### src/dgp_pkg.sv
// constants, register map and types for the dual gpio port block
// Behaviour
// - port a six pins, direction one means input
// - port a read gives pins, write sets latch
// - port writes without byte lane 0 write the pins back to the latch
// - a4 timer clock input, open-drain output only
// - a5 also slave select and analog input
// - three-bit field selects analog or digital pins
// - after reset analog pins read as zero
// - port b eight pins, same direction rule
// - option bit 7 low enables port b pull-ups
// - pull-up forced off on output pins
// - pull-ups off after reset, option all ones
// - change detect on b7..b4 inputs only
// - mismatch against last port b access, read or write, sets change flag
// - mismatch keeps flag set until port access
// - port change can wake from sleep
// - b0 external interrupt, edge from option bit 6
// - b6 and b7 carry programming clock and data
// - flags set regardless of enable bits
`default_nettype none
package dgp_pkg;
    localparam int unsigned PA_W = 6;
    localparam int unsigned PB_W = 8;
    localparam int unsigned ADDR_W = 10;
    localparam int unsigned ANA_SEL_W = 3;
    localparam int unsigned CHG_LO = 4;
    localparam int unsigned CHG_W = 4;

    // register indices; byte address is four times the index
    localparam logic [7:0] IDX_PORT_A = 8'h05;
    localparam logic [7:0] IDX_PORT_B = 8'h06;
    localparam logic [7:0] IDX_INT_CTRL = 8'h0b;
    localparam logic [7:0] IDX_OPTION = 8'h81;
    localparam logic [7:0] IDX_DIR_A = 8'h85;
    localparam logic [7:0] IDX_DIR_B = 8'h86;
    localparam logic [7:0] IDX_ANALOG = 8'h9f;

    localparam logic [7:0] OPTION_RST = 8'hff;
    localparam logic [PA_W-1:0] DIR_A_RST = 6'h3f;
    localparam logic [PB_W-1:0] DIR_B_RST = 8'hff;
    localparam logic [ANA_SEL_W-1:0] ANALOG_RST = 3'h0;
    localparam logic [PA_W-1:0] LATCH_A_RST = 6'h00;
    localparam logic [PB_W-1:0] LATCH_B_RST = 8'h00;

    localparam int unsigned OPT_PULLUP_N_BIT = 7;
    localparam int unsigned OPT_EDGE_BIT = 6;
    localparam int unsigned INT_CHG_FLAG_BIT = 0;
    localparam int unsigned INT_EXT_FLAG_BIT = 1;
    localparam int unsigned INT_CHG_EN_BIT = 3;
    localparam int unsigned INT_EXT_EN_BIT = 4;
    localparam int unsigned PA_OD_BIT = 4;
    localparam int unsigned PA_SS_BIT = 5;
    localparam int unsigned PB_EXT_BIT = 0;
    localparam int unsigned PB_PCLK_BIT = 6;
    localparam int unsigned PB_PDATA_BIT = 7;

    typedef enum logic [1:0] {
        DGP_IDLE = 2'b01,
        DGP_ACK = 2'b10
    } dgp_apb_e;

    // analog pin mask per select code; bit 4 never analog
    function automatic logic [PA_W-1:0] dgp_ana_mask(input logic [ANA_SEL_W-1:0] sel);
        logic [PA_W-1:0] m;
        m = 6'h00;
        case (sel)
            3'h0: m = 6'h2f;
            3'h1: m = 6'h0f;
            3'h2: m = 6'h07;
            3'h3: m = 6'h03;
            3'h4: m = 6'h01;
            default: m = 6'h00;
        endcase
        return m;
    endfunction
endpackage
`default_nettype wire

### src/dgp_sync.sv
// two-flop synchroniser for the port pin inputs
`timescale 1ns/1ps
`default_nettype none
module dgp_sync #(
    parameter int unsigned W = 14
) (
    input wire logic pclk,
    input wire logic presetn,
    input wire logic [W-1:0] d_in,
    output logic [W-1:0] q_out
);
    logic [W-1:0] meta_reg;

    initial begin
        if (W < 1) $error("dgp_sync width must be at least 1");
    end

    // meta_reg feeds only the second stage
    always_ff @(posedge pclk or negedge presetn) begin
        if (!presetn) begin
            meta_reg <= '0;
            q_out <= '0;
        end else begin
            meta_reg <= d_in;
            q_out <= meta_reg;
        end
    end
endmodule // dgp_sync
`default_nettype wire

### src/dgp_change_det.sv
// port b upper-nibble change detector with last-access snapshot
`timescale 1ns/1ps
`default_nettype none
module dgp_change_det #(
    parameter int unsigned W = 4
) (
    input wire logic pclk,
    input wire logic presetn,
    input wire logic [W-1:0] pins,
    input wire logic [W-1:0] in_mask,
    input wire logic load,
    output logic mismatch
);
    logic [W-1:0] snap_reg;

    initial begin
        if (W < 1) $error("dgp_change_det width must be at least 1");
    end

    always_ff @(posedge pclk or negedge presetn) begin
        if (!presetn) begin
            snap_reg <= '0;
        end else if (load) begin
            snap_reg <= pins;
        end
    end

    // outputs are excluded by the mask, a port access restarts compare
    always_ff @(posedge pclk or negedge presetn) begin
        if (!presetn) begin
            mismatch <= 1'b0;
        end else begin
            mismatch <= !load && (|((pins ^ snap_reg) & in_mask));
        end
    end
endmodule // dgp_change_det
`default_nettype wire

### src/dgp_top.sv
// dual gpio port with change detect, apb register slave
//
// Decided for this implementation: the APB register port.
`timescale 1ns/1ps
`default_nettype none
module dgp_top #(
    parameter bit ANALOG_PRESENT = 1'b1
) (
    input wire logic pclk,
    input wire logic presetn,
    input wire logic psel,
    input wire logic penable,
    input wire logic pwrite,
    input wire logic [dgp_pkg::ADDR_W-1:0] paddr,
    input wire logic [31:0] pwdata,
    input wire logic [3:0] pstrb,
    output logic [31:0] prdata,
    output logic pready,
    output logic pslverr,
    input wire logic [dgp_pkg::PA_W-1:0] pa_in,
    output logic [dgp_pkg::PA_W-1:0] pa_out,
    output logic [dgp_pkg::PA_W-1:0] pa_oe,
    output logic [dgp_pkg::PA_W-1:0] analog_en,
    input wire logic [dgp_pkg::PB_W-1:0] pb_in,
    output logic [dgp_pkg::PB_W-1:0] pb_out,
    output logic [dgp_pkg::PB_W-1:0] pb_oe,
    output logic [dgp_pkg::PB_W-1:0] pb_pullup_en,
    output logic timer_ext_clock_in,
    output logic ssp_slave_select_n,
    output logic prog_clock,
    output logic prog_data,
    output logic port_change_flag,
    output logic ext_irq_flag,
    output logic wake_req
);
    localparam int unsigned PA_W = dgp_pkg::PA_W;
    localparam int unsigned PB_W = dgp_pkg::PB_W;
    localparam int unsigned SW = PA_W + PB_W;

    initial begin
        if (PA_W > 8 || PB_W > 8) $error("port width exceeds byte lane");
    end

    // ************************************************************
    // pin synchronisers
    // ************************************************************
    logic [SW-1:0] pins_sync;
    logic [PA_W-1:0] pa_sync;
    logic [PB_W-1:0] pb_sync;

    dgp_sync #(.W(SW)) u_sync (
        .pclk(pclk),
        .presetn(presetn),
        .d_in({pb_in, pa_in}),
        .q_out(pins_sync)
    );

    assign pa_sync = pins_sync[PA_W-1:0];
    assign pb_sync = pins_sync[SW-1:PA_W];

    // ************************************************************
    // apb slave
    // ************************************************************
    dgp_pkg::dgp_apb_e state_reg;
    logic [7:0] idx;
    logic hit_a;
    logic hit_b;
    logic hit_int;
    logic hit_opt;
    logic hit_dir_a;
    logic hit_dir_b;
    logic hit_ana;
    logic mapped;
    logic commit;
    logic wr_en;
    logic rd_en;
    logic [7:0] rdata;

    assign idx = paddr[9:2];
    assign hit_a = (idx == dgp_pkg::IDX_PORT_A);
    assign hit_b = (idx == dgp_pkg::IDX_PORT_B);
    assign hit_int = (idx == dgp_pkg::IDX_INT_CTRL);
    assign hit_opt = (idx == dgp_pkg::IDX_OPTION);
    assign hit_dir_a = (idx == dgp_pkg::IDX_DIR_A);
    assign hit_dir_b = (idx == dgp_pkg::IDX_DIR_B);
    assign hit_ana = (idx == dgp_pkg::IDX_ANALOG);
    assign mapped = hit_a | hit_b | hit_int | hit_opt | hit_dir_a | hit_dir_b | hit_ana;
    // writes and read side effects happen only at the completing edge
    assign commit = (state_reg == dgp_pkg::DGP_ACK) && psel && penable;
    assign wr_en = commit && pwrite && mapped && pstrb[0];
    assign rd_en = commit && !pwrite;

    always_ff @(posedge pclk or negedge presetn) begin
        if (!presetn) begin
            state_reg <= dgp_pkg::DGP_IDLE;
        end else begin
            case (state_reg)
                dgp_pkg::DGP_IDLE: begin
                    if (psel && penable) begin
                        state_reg <= dgp_pkg::DGP_ACK;
                    end
                end
                dgp_pkg::DGP_ACK: begin
                    state_reg <= dgp_pkg::DGP_IDLE;
                end
                default: begin
                    state_reg <= dgp_pkg::DGP_IDLE;
                end
            endcase
        end
    end

    always_ff @(posedge pclk or negedge presetn) begin
        if (!presetn) begin
            pready <= 1'b0;
            pslverr <= 1'b0;
            prdata <= '0;
        end else begin
            pready <= (state_reg == dgp_pkg::DGP_IDLE) && psel && penable;
            pslverr <= (state_reg == dgp_pkg::DGP_IDLE) && psel && penable && !mapped;
            if ((state_reg == dgp_pkg::DGP_IDLE) && psel && penable && !pwrite) begin
                prdata <= {24'h000000, rdata};
            end
        end
    end

    // ************************************************************
    // registers
    // ************************************************************
    logic [PA_W-1:0] latch_a_reg;
    logic [PA_W-1:0] dir_a_reg;
    logic [PB_W-1:0] latch_b_reg;
    logic [PB_W-1:0] dir_b_reg;
    logic [7:0] opt_reg;
    logic [dgp_pkg::ANA_SEL_W-1:0] ana_sel_reg;
    logic chg_flag_reg;
    logic ext_flag_reg;
    logic chg_en_reg;
    logic ext_en_reg;
    logic [PA_W-1:0] ana_mask;
    logic [PA_W-1:0] pa_read;

    assign ana_mask = ANALOG_PRESENT ? dgp_pkg::dgp_ana_mask(ana_sel_reg) : '0;
    // analog pins have their digital buffer off and read as zero
    assign pa_read = pa_sync & ~ana_mask;

    always_comb begin
        rdata = 8'h00;
        case (1'b1)
            hit_a: rdata = {2'b00, pa_read};
            hit_b: rdata = pb_sync;
            hit_int: rdata = {3'b000, ext_en_reg, chg_en_reg, 1'b0, ext_flag_reg, chg_flag_reg};
            hit_opt: rdata = opt_reg;
            hit_dir_a: rdata = {2'b00, dir_a_reg};
            hit_dir_b: rdata = dir_b_reg;
            hit_ana: rdata = {5'b00000, ana_sel_reg};
            default: rdata = 8'h00;
        endcase
    end

    // a write stores the byte lane; without lane 0 the pins are written back
    always_ff @(posedge pclk or negedge presetn) begin
        if (!presetn) begin
            latch_a_reg <= dgp_pkg::LATCH_A_RST;
        end else if (commit && pwrite && hit_a) begin
            latch_a_reg <= pstrb[0] ? pwdata[PA_W-1:0] : pa_read;
        end
    end

    always_ff @(posedge pclk or negedge presetn) begin
        if (!presetn) begin
            latch_b_reg <= dgp_pkg::LATCH_B_RST;
        end else if (commit && pwrite && hit_b) begin
            latch_b_reg <= pstrb[0] ? pwdata[PB_W-1:0] : pb_sync;
        end
    end

    always_ff @(posedge pclk or negedge presetn) begin
        if (!presetn) begin
            dir_a_reg <= dgp_pkg::DIR_A_RST;
            dir_b_reg <= dgp_pkg::DIR_B_RST;
            opt_reg <= dgp_pkg::OPTION_RST;
            ana_sel_reg <= dgp_pkg::ANALOG_RST;
        end else if (wr_en) begin
            if (hit_dir_a) dir_a_reg <= pwdata[PA_W-1:0];
            if (hit_dir_b) dir_b_reg <= pwdata[PB_W-1:0];
            if (hit_opt) opt_reg <= pwdata[7:0];
            if (hit_ana) ana_sel_reg <= pwdata[dgp_pkg::ANA_SEL_W-1:0];
        end
    end

    always_ff @(posedge pclk or negedge presetn) begin
        if (!presetn) begin
            chg_en_reg <= 1'b0;
            ext_en_reg <= 1'b0;
        end else if (wr_en && hit_int) begin
            chg_en_reg <= pwdata[dgp_pkg::INT_CHG_EN_BIT];
            ext_en_reg <= pwdata[dgp_pkg::INT_EXT_EN_BIT];
        end
    end

    // ************************************************************
    // port change detection
    // ************************************************************
    logic mismatch;
    logic snap_load;

    // polling port b also reloads the snapshot and can hide a change
    assign snap_load = commit && hit_b;

    dgp_change_det #(.W(dgp_pkg::CHG_W)) u_chg (
        .pclk(pclk),
        .presetn(presetn),
        .pins(pb_sync[dgp_pkg::CHG_LO +: dgp_pkg::CHG_W]),
        .in_mask(dir_b_reg[dgp_pkg::CHG_LO +: dgp_pkg::CHG_W]),
        .load(snap_load),
        .mismatch(mismatch)
    );

    // set wins over a software clear; enables do not gate the set
    always_ff @(posedge pclk or negedge presetn) begin
        if (!presetn) begin
            chg_flag_reg <= 1'b0;
        end else if (mismatch) begin
            chg_flag_reg <= 1'b1;
        end else if (wr_en && hit_int) begin
            chg_flag_reg <= pwdata[dgp_pkg::INT_CHG_FLAG_BIT];
        end
    end

    // ************************************************************
    // external interrupt pin
    // ************************************************************
    logic ext_prev_reg;
    logic ext_edge;

    always_ff @(posedge pclk or negedge presetn) begin
        if (!presetn) begin
            ext_prev_reg <= 1'b0;
        end else begin
            ext_prev_reg <= pb_sync[dgp_pkg::PB_EXT_BIT];
        end
    end

    // edge select one picks rising, zero picks falling
    assign ext_edge = opt_reg[dgp_pkg::OPT_EDGE_BIT]
        ? (pb_sync[dgp_pkg::PB_EXT_BIT] && !ext_prev_reg)
        : (!pb_sync[dgp_pkg::PB_EXT_BIT] && ext_prev_reg);

    always_ff @(posedge pclk or negedge presetn) begin
        if (!presetn) begin
            ext_flag_reg <= 1'b0;
        end else if (ext_edge) begin
            ext_flag_reg <= 1'b1;
        end else if (wr_en && hit_int) begin
            ext_flag_reg <= pwdata[dgp_pkg::INT_EXT_FLAG_BIT];
        end
    end

    // ************************************************************
    // pin drivers and alternate functions
    // ************************************************************
    genvar gi;
    generate
        for (gi = 0; gi < PA_W; gi++) begin : g_pa
            if (gi == dgp_pkg::PA_OD_BIT) begin : g_od
                // open drain: only ever pulls low, never drives high
                always_ff @(posedge pclk or negedge presetn) begin
                    if (!presetn) begin
                        pa_out[gi] <= 1'b0;
                        pa_oe[gi] <= 1'b0;
                    end else begin
                        pa_out[gi] <= 1'b0;
                        pa_oe[gi] <= !dir_a_reg[gi] && !latch_a_reg[gi];
                    end
                end
            end else begin : g_pp
                always_ff @(posedge pclk or negedge presetn) begin
                    if (!presetn) begin
                        pa_out[gi] <= 1'b0;
                        pa_oe[gi] <= 1'b0;
                    end else begin
                        pa_out[gi] <= latch_a_reg[gi];
                        // direction stays active in analog mode; software keeps it set
                        pa_oe[gi] <= !dir_a_reg[gi];
                    end
                end
            end
        end
        for (gi = 0; gi < PB_W; gi++) begin : g_pb
            always_ff @(posedge pclk or negedge presetn) begin
                if (!presetn) begin
                    pb_out[gi] <= 1'b0;
                    pb_oe[gi] <= 1'b0;
                    pb_pullup_en[gi] <= 1'b0;
                end else begin
                    pb_out[gi] <= latch_b_reg[gi];
                    pb_oe[gi] <= !dir_b_reg[gi];
                    pb_pullup_en[gi] <= !opt_reg[dgp_pkg::OPT_PULLUP_N_BIT] && dir_b_reg[gi];
                end
            end
        end
    endgenerate

    always_ff @(posedge pclk or negedge presetn) begin
        if (!presetn) begin
            analog_en <= '0;
            timer_ext_clock_in <= 1'b0;
            ssp_slave_select_n <= 1'b1;
            prog_clock <= 1'b0;
            prog_data <= 1'b0;
            port_change_flag <= 1'b0;
            ext_irq_flag <= 1'b0;
            wake_req <= 1'b0;
        end else begin
            analog_en <= ana_mask;
            timer_ext_clock_in <= pa_sync[dgp_pkg::PA_OD_BIT];
            // slave select reads high when the pin is analog
            ssp_slave_select_n <= pa_sync[dgp_pkg::PA_SS_BIT] || ana_mask[dgp_pkg::PA_SS_BIT];
            prog_clock <= pb_sync[dgp_pkg::PB_PCLK_BIT];
            prog_data <= pb_sync[dgp_pkg::PB_PDATA_BIT];
            port_change_flag <= chg_flag_reg;
            ext_irq_flag <= ext_flag_reg;
            wake_req <= (chg_flag_reg && chg_en_reg) || (ext_flag_reg && ext_en_reg);
        end
    end
endmodule // dgp_top
`default_nettype wire

### config.mk
export PLATFORM = sky130hd
export DESIGN_NAME = dgp_top
export DESIGN_NICKNAME = d
export VERILOG_FILES = /design/src/dgp_pkg.sv /design/src/dgp_sync.sv /design/src/dgp_change_det.sv /design/src/dgp_top.sv
export SDC_FILE = /design/constraint.sdc
export NUM_CORES = 1
export LEC_CHECK = 0
export BUFFER_PORTS_ARGS = -buffer_cell sky130_fd_sc_hd__buf_2
export CAP_MARGIN = 10
export CORE_ASPECT_RATIO = 0.75
export CORE_MARGIN = 2
export CORE_UTILIZATION = 34
export CTS_BUF_LIST = sky130_fd_sc_hd__clkbuf_4 sky130_fd_sc_hd__clkbuf_8
export DETAILED_ROUTE_END_ITERATION = 12
export PLACE_DENSITY = 0.52
export SKIP_LAST_GASP = 1
export SYNTH_ARGS = -nofsm -noshare
export SYNTH_HDL_FRONTEND = slang
export SYNTH_SLANG_ARGS = --single-unit
### constraint.sdc
create_clock -name pclk -period 4.55 [get_ports pclk]
set_input_delay 0.91 -clock pclk [delete_from_list [all_inputs] [get_ports pclk]]
set_output_delay 0.91 -clock pclk [all_outputs]
set_load 0.02 [all_outputs]
==> results.sh, run 1 <==
export IMPL_status="complete, no violations"
export IMPL_pin_count=148
export IMPL_track_usage_pct=16.1
export IMPL_port_buffer_count=92
export IMPL_finalSetupTns_ns=0
export IMPL_yosysWarnings=0
export IMPL_critPathSlowestCell="nor4_4"
export IMPL_slew_headroom_pct=30.0
export IMPL_register_area_um2=3430
export IMPL_grt_overflow_total=0
export IMPL_numCtsBuffers=17
export IMPL_fin_worst_skew_ns=0.0162
export IMPL_arrival_ns=2.74
export IMPL_first_pass_iters=4
export IMPL_clkSinkCount=136
export IMPL_nets=588
export IMPL_avgSynthCellArea_um2=12.3
export IMPL_async_flop_share_pct=100
export IMPL_rsz0062_at_grt="false"
export IMPL_drt_wl_total_um=12300
export IMPL_crit_chain="buf_2 -> or3_4 -> nor4_4 -> nand3_4 -> mux2_4"
export IMPL_max_cap_viol_count=0
export IMPL_grt_pass1_wl_um=19600
export IMPL_comb_power_share_pct=6.5
export IMPL_cts_buffer_depth=2
export IMPL_maxSlewViolCount=0
export IMPL_final_common_cell="dfrtp_1"
export IMPL_power_total_mw=2.41
export IMPL_cts_setup_buffers=0
export IMPL_die_y_um=112
export IMPL_hold_viol=0
export IMPL_critPathTopFamily="simple AND/OR/NAND/NOR gates"
export IMPL_coreArea_um2=15200
export IMPL_internal_power_mw=1.79
export IMPL_cts_hold_buffers=0
export IMPL_cpPeakStageDelay_ns=0.65
export IMPL_hp_class="register to register"
export IMPL_path_clk_slew_ns=0.08
export IMPL_synth_edff_count=0
export IMPL_n_antenna_cell=0
export IMPL_grt_pass1_vias=3441
export IMPL_ys_types=50
export IMPL_crit_required_ns=4.88
export IMPL_post_cts_resized=0
export IMPL_cp_num_buf_inv=1
export IMPL_power_density_nw_per_um2=386
export IMPL_grt_antenna_before_repair=0
export IMPL_initial_core_util_pct=34.8
export IMPL_critPathKind="input port to register"
export IMPL_mostFrequentLayoutCells="112 x dfrtp_1, 91 x buf_2, 39 x o21ai_0, 37 x nand2_1, 26 x conb_1"
export IMPL_die_x_um=148
export IMPL_path_max_fanout=11
export IMPL_tightest_slew_ns=1.05
export IMPL_hpwl_um=9010
export IMPL_synth_ff_latch_count=136
export IMPL_clock_latency_ns=0.45
export IMPL_seqPwrFrac_pct=51.9
export IMPL_synthToLayoutAreaGrowth_pct=18.2
export IMPL_wire_per_inst_um=16.7
export IMPL_drt_iter0_markers=187
export IMPL_power_frac_clock_pct=41.6
export IMPL_gp_congestion=0.833
export IMPL_leakage_nw=2.97
export IMPL_timing_hold_ws_ns=0.351
export IMPL_ys_flop_type="dfrtp_1"
export IMPL_timing_final_crit_share_pct=53.0
export IMPL_max_freq_ghz=0.415
export IMPL_dieArea_um2=16500
export IMPL_multiInputGateArea_um2=1590
export IMPL_cts_htree_levels=4
export IMPL_fin_crit_ns=2.41
export IMPL_num_vias=3413
export IMPL_drive_above_1_share_pct=33.2
export IMPL_rows=39
export IMPL_cts_tree="yes"
export IMPL_routed_via_density=4.61
export IMPL_final_core_util_pct=41.1
export IMPL_pre_cts_ws_ns=1.67
export IMPL_n_fill_cell=1492
export IMPL_p_switching_mw=0.616
export IMPL_end_kind="register"
export IMPL_grt_max_degree=120
export IMPL_cp_start_kind="input port"
export IMPL_setup_viol=0
export IMPL_irDropWorstVdd_mv=0.201
export IMPL_swShare_pct=25.6
export IMPL_netlist_instances=429
export IMPL_ant_nets=0
export IMPL_cts_root_buf="clkbuf_8"
export IMPL_drcViolationCount=0
export IMPL_ys_seq_area_share_pct=65.1
export IMPL_netlist_area_um2=5270
export IMPL_setup_slack_ns=2.14
==> cells by family (layout without fill, tap and decap cells) <==
group | count (synthesis) | count (layout) | share of synthesized area [%]
AND/OR/NAND/NOR | 101 | 101 | 10.4
AO/OA/AOI/OAI | 94 | 94 | 10.8
buffers and inverters | 62 | 144 | 6.52
XOR/XNOR | 4 | 4 | 0.664
flip-flops | 136 | 136 | 65.1
other | 1 | 26 | 0.0711
multiplexers | 31 | 31 | 6.45
==> cell usage after synthesis, drive strengths merged, types with 2 or more instances <==
| cell type | number | share of area (%) |
|---|---|---|
| nand2 | 37 | 2.6 |
| clkbuf | 8 | 0.57 |
| o211ai | 2 | 0.28 |
| a211oi | 5 | 0.71 |
| o22ai | 2 | 0.24 |
| dfstp | 24 | 12 |
| nor2b | 2 | 0.24 |
| mux2 | 18 | 4.0 |
| a22o | 7 | 1.2 |
| o221ai | 3 | 0.50 |
| xnor2 | 4 | 0.66 |
| a2bb2oi | 4 | 0.66 |
| buf | 35 | 4.6 |
| nor2 | 25 | 1.8 |
| dfrtp | 112 | 53 |
| or3 | 3 | 0.45 |
| nor3 | 5 | 0.66 |
| nand2b | 6 | 0.76 |
| nand3 | 8 | 1.1 |
| inv | 19 | 1.4 |
| o21ai | 42 | 4.0 |
| mux2i | 13 | 2.5 |
| and3 | 3 | 0.36 |
| a21oi | 21 | 2.0 |
| a2111oi | 3 | 0.50 |
| nand4 | 2 | 0.24 |
| nor4 | 4 | 1.2 |
==> layout make-up <==
type / instances / area share (%)
flip-flops and latches: 136 / 55.1
multi-input cells: 256 / 25.5
repair buffers: 93 / 7.61
well taps: 205 / 4.12
clock buffers: 18 / 3.98
clock inverters: 14 / 2.55
inverters: 19 / 1.14
==> worst paths after layout <==
path                                         startpoint                    endpoint  slack, ns  cells past startpoint
setup reg to reg               state_reg[0]$_DFFE_PN1P_       prdata[5]$_DFFE_PN0P_       2.51                      5
min in group asynchronous                       presetn   pb_pullup_en[0]$_DFF_PN0_       0.62                      1
hold reg to reg            u_sync.meta_reg[3]$_DFF_PN0_   u_sync.q_out[3]$_DFF_PN0_       0.35                      0
max in group asynchronous                       presetn    state_reg[0]$_DFFE_PN1P_       2.99                      2
hold / removal             u_sync.meta_reg[3]$_DFF_PN0_   u_sync.q_out[3]$_DFF_PN0_       0.35                      0
setup / recovery                               paddr[6]  latch_a_reg[5]$_DFFE_PN0P_       2.14                      5
==> metal layers <==
layer  part of all wire [%]  global-route usage, %
met3                    5.8                   4.92
met2                     42                   21.3
met5                      0                      0
met4                   0.38                   5.14
met1                     52                   24.9
==> metrics by stage <==
stage	instances	cell area [um^2]
after floorplan	454	5370
after global placement	709	5830
after detailed placement	709	5830
after CTS	741	6230
after global routing	741	6230
final	741	6230
==> power groups by stage <==
stage                     Combinational (mW)  Sequential, mW  Clock (mW)
after floorplan                       0.0834            1.28           0
after global placement                 0.158            1.27           0
after detailed placement               0.158            1.27           0
after CTS                              0.158            1.25        1.04
after global routing                   0.174            1.25        1.09
final                                  0.156            1.25        1.00
No activity file was read; power rests on OpenSTA's default activity.
==> inputs of run 2 (changes only) <==
- PLACE_DENSITY: 0.52 -> 0.54
- clock period: 4.55 -> 2.08 ns (I/O delays scaled with it)
==> run 2 against run 1 <==
  * Utilization is 1.4 points higher
  * Cell count is 3.5% higher
  * Power is 120% higher
  * Hold slack worse by 0.28 ns
  * Critical path depth stayed put
  * First-iteration DRC count is 33% higher
  * Largest cell class unchanged
  * Routed wire length is 4.9% higher
  * Clock skew is 0.0065 ns lower
  * Critical endpoint is now chg_en_reg$_DFFE_PN0P_
  * Sequential power is 120% higher
  * Clock-buffer cell count is 2 higher
  * Non-clock buffer count is 25 higher
==> results.sh, run 2 (synthesis gave the netlist of run 1 again) <==
export IMPL_status="complete, no violations"
export IMPL_final_common_cell="dfrtp_1"
export IMPL_power_total_mw=5.36
export IMPL_clkSinkCount=136
export IMPL_slew_headroom_pct=59.6
export IMPL_cp_start_kind="register"
export IMPL_max_cap_viol_count=0
export IMPL_cts_buffer_depth=2
export IMPL_hpwl_um=9660
export IMPL_grt_overflow_total=0
export IMPL_wire_per_inst_um=16.9
export IMPL_finalSetupTns_ns=0
export IMPL_crit_required_ns=2.40
export IMPL_drcViolationCount=0
export IMPL_gp_congestion=0.834
export IMPL_maxSlewViolCount=0
export IMPL_fin_crit_ns=1.80
export IMPL_port_buffer_count=92
export IMPL_cp_num_buf_inv=1
export IMPL_routed_via_density=4.66
export IMPL_drt_iter0_markers=249
export IMPL_synthToLayoutAreaGrowth_pct=22.3
export IMPL_critPathKind="register to register"
export IMPL_power_density_nw_per_um2=831
export IMPL_first_pass_iters=4
export IMPL_nets=613
export IMPL_ant_nets=0
export IMPL_grt_antenna_before_repair=0
export IMPL_irDropWorstVdd_mv=0.415
export IMPL_coreArea_um2=15200
export IMPL_path_max_fanout=5
export IMPL_drive_above_1_share_pct=36.0
export IMPL_drt_wl_total_um=13000
export IMPL_cts_tree="yes"
export IMPL_crit_chain="and4b_1 -> buf_4 -> and3_1 -> nand3_1 -> mux2_2"
export IMPL_cts_htree_levels=4
export IMPL_leakage_nw=3.10
export IMPL_initial_core_util_pct=34.8
export IMPL_track_usage_pct=16.6
export IMPL_mostFrequentLayoutCells="112 x dfrtp_1, 91 x buf_2, 39 x o21ai_0, 37 x nand2_1, 26 x conb_1"
export IMPL_max_freq_ghz=0.556
export IMPL_die_x_um=148
export IMPL_end_kind="register"
export IMPL_grt_pass1_vias=3621
export IMPL_fin_worst_skew_ns=0.00967
export IMPL_hp_class="input port to register"
export IMPL_hold_viol=0
export IMPL_critPathTopFamily="simple AND/OR/NAND/NOR gates"
export IMPL_path_clk_slew_ns=0.08
export IMPL_pre_cts_ws_ns=0.0568
export IMPL_rows=39
export IMPL_grt_max_degree=45
export IMPL_timing_hold_ws_ns=0.0739
export IMPL_dieArea_um2=16500
export IMPL_arrival_ns=2.12
export IMPL_cpPeakStageDelay_ns=0.53
export IMPL_rsz0062_at_grt="false"
export IMPL_critPathSlowestCell="dfstp_2"
export IMPL_die_y_um=112
export IMPL_grt_pass1_wl_um=20500
export IMPL_numCtsBuffers=17
export IMPL_setup_viol=0
export IMPL_setup_slack_ns=0.282
export IMPL_cts_root_buf="clkbuf_8"
export IMPL_tightest_slew_ns=0.598
export IMPL_final_core_util_pct=42.5
export IMPL_timing_final_crit_share_pct=86.4
export IMPL_cts_setup_buffers=0
export IMPL_num_vias=3573
export IMPL_pin_count=148
export IMPL_clock_latency_ns=0.44
## run 2: path summary, 6_finish.rpt
path | end | cells past startpoint | slack, ns | start
worst min-delay path | u_sync.meta_reg[12]$_DFF_PN0_ | 1 | 0.07 | pb_in[6]
min in group asynchronous | pb_oe[2]$_DFF_PN0_ | 2 | 0.43 | presetn
worst min register to register | u_sync.q_out[13]$_DFF_PN0_ | 0 | 0.35 | u_sync.meta_reg[13]$_DFF_PN0_
max in group asynchronous | dir_a_reg[4]$_DFFE_PN1P_ | 3 | 0.95 | presetn
worst max register to register | chg_en_reg$_DFFE_PN0P_ | 5 | 0.28 | state_reg[0]$_DFFE_PN1P_
worst max-delay path | chg_en_reg$_DFFE_PN0P_ | 5 | 0.28 | state_reg[0]$_DFFE_PN1P_
## run 2: through the flow
step           instances  instance area, um^2
2_1_floorplan        454                 5370
3_3_place_gp         733                 6020
3_5_place_dp         733                 6020
4_1_cts              766                 6450
5_1_grt              766                 6450
6_report             767                 6450
## run 2: metal layers
| layer | wire length (um) | track usage, % | up-vias |
|---|---|---|---|
| met5 | 0 | 0 | - |
| met4 | 127 | 6.22 | 0 |
| met3 | 854 | 4.30 | 11 |
| met2 | 5480 | 23.0 | 124 |
| met1 | 6500 | 25.0 | 1767 |
| li1 | - | - | 1671 |
## run 2: timing repair
item / 4_1_cts / 5_1_grt
gates resized for setup: 0 / 0
hold endpoints to repair: 25 / 0
hold buffers: 1 / 0
## run 2: power by group
part / total, mW / switching (mW) / internal, mW / leakage [nW]
Combinational: 0.368 / 0.256 / 0.112 / 1.25
Sequential: 2.74 / 0.0339 / 2.70 / 1.64
Clock: 2.26 / 1.00 / 1.26 / 0.208
## run 2: layout make-up
cell class,count,area (um^2)
repair buffers,118,677
clock inverters,12,150
fillers,1437,8730
multi-input cells,256,1590
flip-flops and latches,136,3430
diodes,1,2.50
well taps,205,256
inverters,19,71.3
clock buffers,20,269
